## src/include/pbio_pkg.sv

```systemverilog
// package of constants for the port b pin multiplexer
package pbio_pkg;
   localparam int PBIO_PINS = 8;
   localparam int PBIO_TMR_PINS = 4;
   localparam int PBIO_ADDR_W = 24;
   localparam int PBIO_DATA_W = 32;
   // printed offsets are word indexes; byte address is four times the index
   localparam logic [PBIO_ADDR_W-1:0] PBIO_DIR_INDEX = 24'h0EE00A;
   localparam logic [PBIO_ADDR_W-1:0] PBIO_ODR_INDEX = 24'h0FFFDA;
   localparam logic [PBIO_ADDR_W-1:0] PBIO_DIR_ADDR = 24'h3B8028;
   localparam logic [PBIO_ADDR_W-1:0] PBIO_ODR_ADDR = 24'h3FFF68;
   localparam logic [PBIO_PINS-1:0] PBIO_DIR_RESET = 8'h00;
   localparam logic [PBIO_PINS-1:0] PBIO_ODR_RESET = 8'h00;
   localparam logic [PBIO_PINS-1:0] PBIO_DIR_READ = 8'hFF;
   // pins of the lower nibble that can feed a timer input
   localparam logic [PBIO_TMR_PINS-1:0] PBIO_TMR_IN_MASK = 4'hA;
   localparam logic [2:0] PBIO_MODE_CS_LO = 3'h1;
   localparam logic [2:0] PBIO_MODE_CS_HI = 3'h5;
endpackage

```

## src/verilog/pbio_port.sv

```systemverilog
// port b eight-bit i/o port with pin function multiplexer and apb registers
//
// Implementation choice: the APB register port.
`timescale 1ns/1ps
`default_nettype none
// Functional notes
// - eight pins, each shares alternate functions
// - reset or hardware standby gives plain i/o
// - direction bit 1 drives, 0 inputs
// - direction register write-only, reads all ones
// - direction cleared by reset, hardware standby
// - direction kept in software standby
// - output data rw, cleared, kept likewise
// - general output drives output data bit
// - read gives data if output, else pin
// - pins 7-4 input, general or pattern
// - nonzero timer select overrides pin 3
// - pin 3 chip select 4, else general
// - pin 3 input feeds timer capture
// - selection scheme depends on operating mode
// - modes 6,7 have no chip selects
// - pins 2-0 timer, chip select, general
module pbio_port
   import pbio_pkg::*;
(
   input wire logic clock,
   input wire logic rst,
   input wire logic psel,
   input wire logic penable,
   input wire logic pwrite,
   input wire logic [PBIO_ADDR_W-1:0] paddr,
   input wire logic [PBIO_DATA_W-1:0] pwdata,
   output logic pready,
   output logic [PBIO_DATA_W-1:0] prdata,
   output logic pslverr,
   input wire logic hw_standby,
   input wire logic [2:0] op_mode,
   input wire logic [PBIO_PINS-1:0] pattern_enable_reg_hi,
   input wire logic [PBIO_PINS-1:0] pattern_out,
   input wire logic [PBIO_TMR_PINS-1:0] timer_output_sel_nz,
   input wire logic [PBIO_TMR_PINS-1:0] timer_out,
   input wire logic [PBIO_TMR_PINS-1:0] capture_input_enable,
   input wire logic [PBIO_TMR_PINS-1:0] chipsel_enable,
   input wire logic [PBIO_TMR_PINS-1:0] chipsel_n,
   input wire logic [PBIO_PINS-1:0] pin_in,
   output logic [PBIO_PINS-1:0] pin_out,
   output logic [PBIO_PINS-1:0] pin_oe,
   output logic [PBIO_TMR_PINS-1:0] timer_in
);

   typedef struct packed {
      logic [PBIO_PINS-1:0] dir;
      logic [PBIO_PINS-1:0] odr;
      logic [PBIO_PINS-1:0] pin_s1;
      logic [PBIO_PINS-1:0] pin_s2;
      logic [2:0] mode_s1;
      logic [2:0] mode_s2;
      logic pready;
      logic pslverr;
      logic [PBIO_DATA_W-1:0] prdata;
      logic [PBIO_PINS-1:0] pin_out;
      logic [PBIO_PINS-1:0] pin_oe;
      logic [PBIO_TMR_PINS-1:0] timer_in;
   } pbio_state_t;

   pbio_state_t st_r;
   pbio_state_t st_nxt;
   logic mode_cs;
   logic hit_dir;
   logic hit_odr;
   logic [PBIO_PINS-1:0] rd_port;
   logic [PBIO_PINS-1:0] tsel_w;
   logic [PBIO_PINS-1:0] tout_w;
   logic [PBIO_PINS-1:0] cse_w;
   logic [PBIO_PINS-1:0] csn_w;

   // widths the logic cannot serve are refused at elaboration
   if (PBIO_TMR_PINS > PBIO_PINS || PBIO_DATA_W < PBIO_PINS)
   begin : g_bad_cfg
      $error("pbio_port: unsupported package widths");
   end

   // timer and chip-select inputs exist only for the low pins; upper pins see zero
   assign tsel_w = {{(PBIO_PINS-PBIO_TMR_PINS){1'b0}}, timer_output_sel_nz};
   assign tout_w = {{(PBIO_PINS-PBIO_TMR_PINS){1'b0}}, timer_out};
   assign cse_w = {{(PBIO_PINS-PBIO_TMR_PINS){1'b0}}, chipsel_enable};
   assign csn_w = {{(PBIO_PINS-PBIO_TMR_PINS){1'b0}}, chipsel_n};

   // port and mode pins come from outside, so only the second stage is read
   assign mode_cs = (st_r.mode_s2 >= PBIO_MODE_CS_LO) && (st_r.mode_s2 <= PBIO_MODE_CS_HI);
   assign hit_dir = (paddr == PBIO_DIR_ADDR);
   assign hit_odr = (paddr == PBIO_ODR_ADDR);

   always_comb
   begin
      for (int i = 0; i < PBIO_PINS; i++)
      begin
         rd_port[i] = st_r.dir[i] ? st_r.odr[i] : st_r.pin_s2[i];
      end
   end

   always_comb
   begin
      st_nxt = st_r;
      st_nxt.pin_s1 = pin_in;
      st_nxt.pin_s2 = st_r.pin_s1;
      st_nxt.mode_s1 = op_mode;
      st_nxt.mode_s2 = st_r.mode_s1;
      // one wait state: answer in the second access cycle
      st_nxt.pready = psel && penable && !st_r.pready;
      st_nxt.pslverr = psel && penable && !st_r.pready && !hit_dir && !hit_odr;
      if (psel && penable && !st_r.pready && !pwrite)
      begin
         if (hit_dir)
         begin
            st_nxt.prdata = {{(PBIO_DATA_W-PBIO_PINS){1'b0}}, PBIO_DIR_READ};
         end
         else if (hit_odr)
         begin
            st_nxt.prdata = {{(PBIO_DATA_W-PBIO_PINS){1'b0}}, rd_port};
         end
         else
         begin
            st_nxt.prdata = '0;
         end
      end
      if (psel && penable && st_r.pready && pwrite)
      begin
         if (hit_dir)
         begin
            st_nxt.dir = pwdata[PBIO_PINS-1:0];
         end
         if (hit_odr)
         begin
            st_nxt.odr = pwdata[PBIO_PINS-1:0];
         end
      end
      // software standby has no effect here, so both registers simply hold
      if (hw_standby)
      begin
         st_nxt.dir = PBIO_DIR_RESET;
         st_nxt.odr = PBIO_ODR_RESET;
      end
      // pin function multiplexer
      for (int i = 0; i < PBIO_PINS; i++)
      begin
         st_nxt.pin_out[i] = 1'b0;
         st_nxt.pin_oe[i] = 1'b0;
         if (tsel_w[i])
         begin
            st_nxt.pin_out[i] = tout_w[i];
            st_nxt.pin_oe[i] = 1'b1;
         end
         else if (mode_cs && cse_w[i])
         begin
            st_nxt.pin_out[i] = csn_w[i];
            st_nxt.pin_oe[i] = 1'b1;
         end
         else if (st_r.dir[i])
         begin
            // pattern output needs both the direction and pattern-enable bits
            st_nxt.pin_out[i] = pattern_enable_reg_hi[i] ? pattern_out[i] : st_r.odr[i];
            st_nxt.pin_oe[i] = 1'b1;
         end
         if (hw_standby)
         begin
            st_nxt.pin_oe[i] = 1'b0;
         end
      end
      for (int i = 0; i < PBIO_TMR_PINS; i++)
      begin
         st_nxt.timer_in[i] = PBIO_TMR_IN_MASK[i] && capture_input_enable[i]
            && !st_nxt.pin_oe[i] && st_r.pin_s2[i];
      end
   end

   always_ff @(posedge clock or posedge rst)
   begin
      if (rst)
      begin
         st_r <= '0;
      end
      else
      begin
         st_r <= st_nxt;
      end
   end

   assign pready = st_r.pready;
   assign pslverr = st_r.pslverr;
   assign prdata = st_r.prdata;
   assign pin_out = st_r.pin_out;
   assign pin_oe = st_r.pin_oe;
   assign timer_in = st_r.timer_in;
endmodule
`default_nettype wire
```

## config.mk

```make
export PLATFORM = sky130hd
export DESIGN_NAME = pbio_port
export DESIGN_NICKNAME = d
export VERILOG_FILES = /design/src/include/pbio_pkg.sv /design/src/verilog/pbio_port.sv
export SDC_FILE = /design/constraint.sdc
export NUM_CORES = 1
export LEC_CHECK = 0
export ABC_AREA = 1
export BUFFER_PORTS_ARGS = -buffer_cell sky130_fd_sc_hd__buf_2
export CORE_MARGIN = 8
export CORE_UTILIZATION = 40
export CTS_BUF_LIST = sky130_fd_sc_hd__clkbuf_4
export DETAILED_ROUTE_END_ITERATION = 16
export PLACE_DENSITY = 0.74
export SYNTH_ARGS = -nofsm -noshare
export SYNTH_HDL_FRONTEND = slang
export SYNTH_SLANG_ARGS = --single-unit
```

## constraint.sdc

```tcl
create_clock -name clock -period 4.86 [get_ports clock]
set_clock_uncertainty 0.1 [all_clocks]
set_input_delay 0.486 -clock clock [delete_from_list [all_inputs] [get_ports clock]]
set_output_delay 0.486 -clock clock [all_outputs]
set_load 0.02 [all_outputs]
```

# Word level (Yosys, flattened, before mapping)

Cells that the tools add are included.

Register bits: 90
Bits in latches: 0
Memory bits (writable): 0
Bits in read-only memories: 0
Bits of input ports: 109
Output and inout bits: 54
Logic and storage cells: 105
Memories: 0

Add/subtract/negate cells: 0
$mul: 0
Divide/modulo/power cells: 0
Order comparisons: 2
Equality and inequality tests: 2
Shift-type cells: 0
Muxes and demuxes: 62
Bitwise gates (word level): 0
Reductions and logical operators: 27

Operators with widths:

| kind                 | number |
|---|---|
| $mux 1               | 56 |
| $eq 24x22->1 const B | 2 |
| $mux 16              | 2 |
| $mux 32              | 1 |
| $mux 8               | 3 |
| $logic_and 1x1->1    | 16 |
| $logic_not 1->1      | 6 |
| $reduce_bool 2->1    | 3 |
| $reduce_and 2->1     | 2 |
| $ge 3x1->1 const B   | 1 |
| $le 3x3->1 const B   | 1 |

# Logic depth before layout (Yosys ltp)

Depth in word-level cells: 9
Depth in mapped cells: 8
Gate-level depth less buffers: 8

# Worst setup path before layout

Ideal clock, no wire load.

Kind: input port to flip-flop
Start point: input paddr[23]
End point: register st_r[86] (netlist bit)
Library setup time: 0.117 ns
Arrival time: 1.244 ns
Data required time: 4.643 ns
Setup slack: 3.398 ns
Stages on the path: 7
Buffers on the path: 1
Path through: nor2_1 > nand2_1 > nor2_4 > nand4_4 > buf_6 > nand3_1 > nand2_1

Word-level cells in the longest chain between the ends: 3

RTL lines:

| element                     | line             | text |
|---|---|---|
| from (decl)                 | pbio_port.sv:31  | `input wire logic [PBIO_ADDR_W-1:0] paddr,` |
| $eq 24x22->1                | pbio_port.sv:91  | `assign hit_dir = (paddr == PBIO_DIR_ADDR);` |
| $reduce_bool 2->1 (no line) | n/a              |  |
| $reduce_and 2->1 (no line)  | n/a              |  |
| to (signal assigned)        | pbio_port.sv:185 | `st_r <= st_nxt;` |
| to (decl)                   | pbio_port.sv:66  | `pbio_state_t st_r;` |

No other way between the ends.
A chain may end at the register's enable or synchronous reset.

# Final worst setup path

Start point: register st_r (netlist bit pready)
End point: output pready

RTL lines:

| element   | line            | text |
|---|---|---|
| to (decl) | pbio_port.sv:33 | `output logic pready,` |

No word-level cell between the ends.

==> flow_summary.json <==
{
  "synth_top_area_cell": "dfrtp_1",
  "core_mm2": 0.00777,
  "drt_first_pass_iters": 4,
  "vias": 2384,
  "clk_pin_slew_worst_paths_ps": 110,
  "grt_usage_pct": 13.5,
  "hpwl_mm": 5.84,
  "postCtsHoldBufs": 0,
  "ioPinCount": 163,
  "fin_setup_tns_ps": 0,
  "cp-end-kind": "output port",
  "cts_buffer_depth": 2,
  "cp_slowest_cell": "dfrtp_1",
  "slew_violations": 0,
  "numCtsBuffers": 9,
  "synthCells": 350,
  "grt_start_max_net_pins": 67,
  "cp_top_family": "flip-flops",
  "wl_per_cell_um": 13.4,
  "ys_warn_count": 0,
  "synth_top_cells_by_area": "dfrtp_1 51%, buf_4 12%, nor2_1 6.9%",
  "post-route-min-period_ps": 1640,
  "fin_hold_ws_ps": 84.0,
  "syn_avg_cell_area_um2": 9.19,
  "num-fill-cells": 765,
  "drc": 0,
  "critPathKind": "flip-flop to output port",
  "ys_types": 26,
  "outcome": "finished clean",
  "area_growth_syn_to_layout_pct": 16.3,
  "dieArea_mm2": 0.0112,
  "nets": 551,
  "worstPathCellList": "buf_2",
  "period_share_pct": 33.7,
  "ctsResizeCount": 0,
  "clockPowerShare_pct": 35.6,
  "hold_path.class": "input port to flip-flop",
  "insertion_delay_ps": 400,
  "synth_top_area_share_pct": 51.4,
  "fmax_mhz": 611,
  "start_util_pct": 41.4,
  "p_int_uw": 851,
  "grt_pass1_vias": 2511,
  "leakagePower_nw": 2.08,
  "setup_viol_count_final": 0,
  "die_w_um": 106,
  "switching_share_pct": 26.9,
  "final_hold_viol_count": 0,
  "ys_seq_area_share_pct": 51.4,
  "rsz0062_at_grt": "no",
  "cts_max_level": 3,
  "dr.first_iter.drc_count": 75,
  "drv_cap": 0,
  "cpPeakStageDelay_ps": 450,
  "grt_pass1_wl_mm": 11.9,
  "num_rows": 32,
  "worst-path-max-fanout": 4,
  "p_per_area_mw_per_mm2": 311,
  "place_congestion": 0.814,
  "cp.required_ps": 4270,
  "netlist_area_mm2": 0.00322,
  "worst_ep_arrival_time_ps": 1050,
  "root_buffer": "clkbuf_4",
  "grt.overflow.total": 0,
  "switchingPower_uw": 313,
  "io_buffers": 110,
  "ir_drop_mv": 0.105,
  "antenna_left": 0,
  "start_kind": "flip-flop",
  "p_seq_share_pct": 50.5,
  "die_h_um": 106,
  "tightest_slew_ps": 800,
  "pwr-share-comb_pct": 13.9,
  "timing.critical_path.buf_inv": 1,
  "postCtsSetupBuffers": 0,
  "clock_sinks": 66,
  "antenna_found_initial": 2,
  "viasPerCell": 4.33,
  "ys_ff_latch": 66,
  "drive_gt1_share_pct": 35.3,
  "wl_mm": 7.39,
  "max_slew_margin_pct": 46.7,
  "cts_tree": "done"
}
-- worst paths after layout --
check	from	to	slack, ps	cells past startpoint
setup / recovery	pready	pready	3220	1
hold / removal	pin_in[3]	st_nxt[63]	80	1
setup reg to reg	pready	st_r[90]	3370	5
hold reg to reg	st_nxt[67]	st_r[67]	250	0
max in group asynchronous	rst	st_r[62]	3930	3
min in group asynchronous	rst	st_nxt[55]	210	3
-- area by class of cell --
cell class / count / area [µm²] / share of cell area, %
Antenna cell: 1 / 2.50 / 0.0669
Sequential cell: 66 / 1650 / 44.1
Tap cell: 102 / 128 / 3.41
Clock inverter: 5 / 78.8 / 2.11
Clock buffer: 11 / 82.6 / 2.21
Multi-Input combinational cell: 215 / 1090 / 29.1
Inverter: 39 / 151 / 4.05
Timing Repair Buffer: 111 / 558 / 14.9
-- layout by cell type, fill, tap and decap left out, types with 8 or more instances in the layout --
| cell type | count |
|---|---|
| buf_2 | 110 |
| mux2i_1 | 8 |
| o21ai_0 | 9 |
| dfrtp_1 | 66 |
| clkbuf_4 | 11 |
| nand2_1 | 49 |
| a21oi_1 | 12 |
| inv_1 | 36 |
| nor2_1 | 59 |
| nand2_2 | 8 |
| conb_1 | 26 |
| nand3_1 | 18 |
-- synthesized netlist by cell type (all sizes together) --
master  instances
a21oi          12
a31oi           4
buf            55
clkinv          1
conb            1
dfrtp          66
inv            38
mux2i           8
nand2          58
nand3          22
nand4           3
nor2           67
nor3            1
o21ai          13
or2             1
-- power groups by stage --
stage / clock (mW) / combinational, mW / sequential (mW)
floorplan: 0 / 0.135 / 0.598
global placement: 0 / 0.161 / 0.597
detailed placement: 0 / 0.165 / 0.599
CTS: 0.425 / 0.166 / 0.588
global route: 0.453 / 0.182 / 0.592
finish: 0.414 / 0.162 / 0.588
-- cell families (layout without fill, tap and decap cells) --
| logic type | count (synthesis) | after routing | share of synthesized area (%) |
|---|---|---|---|
| AOI/OAI and AO/OA | 29 | 29 | 5.14 |
| DFF | 66 | 66 | 51.4 |
| and+or+nand+nor | 152 | 152 | 23.2 |
| other | 1 | 27 | 0.117 |
| buffers and inverters | 94 | 166 | 17.7 |
| muxes | 8 | 8 | 2.49 |
-- through the flow --
step | worst slack [ps] | utilization [%] | power, mW | area, µm² | std cells
after global routing | 3120 | 48.2 | 1.23 | 3740 | 550
after floorplan | 2620 | - | 0.733 | 3310 | 375
after global placement | 3130 | 46.1 | 0.758 | 3580 | 533
final | 3220 | 48.2 | 1.16 | 3740 | 550
after detailed placement | 3110 | 46.1 | 0.764 | 3580 | 533
after CTS | 3180 | 48.1 | 1.18 | 3740 | 549
-- registers in the layout, indices dropped and copies added (netlist names) --
register and flops:
pin_out 8, pin_oe 8, prdata 8, st_r 27, pslverr 1, timer_in 2, pready 1, st_nxt 11
-- layer usage --
metal | vias up | part of all wire (%) | track usage (%)
li1 | 1193 | - | -
met1 | 1091 | 38 | 14.0
met2 | 82 | 50 | 22.5
met3 | 16 | 9.5 | 5.79
met4 | 2 | 2.1 | 7.64
met5 | - | 0.11 | 0
Power figures use the tool's default switching activity.
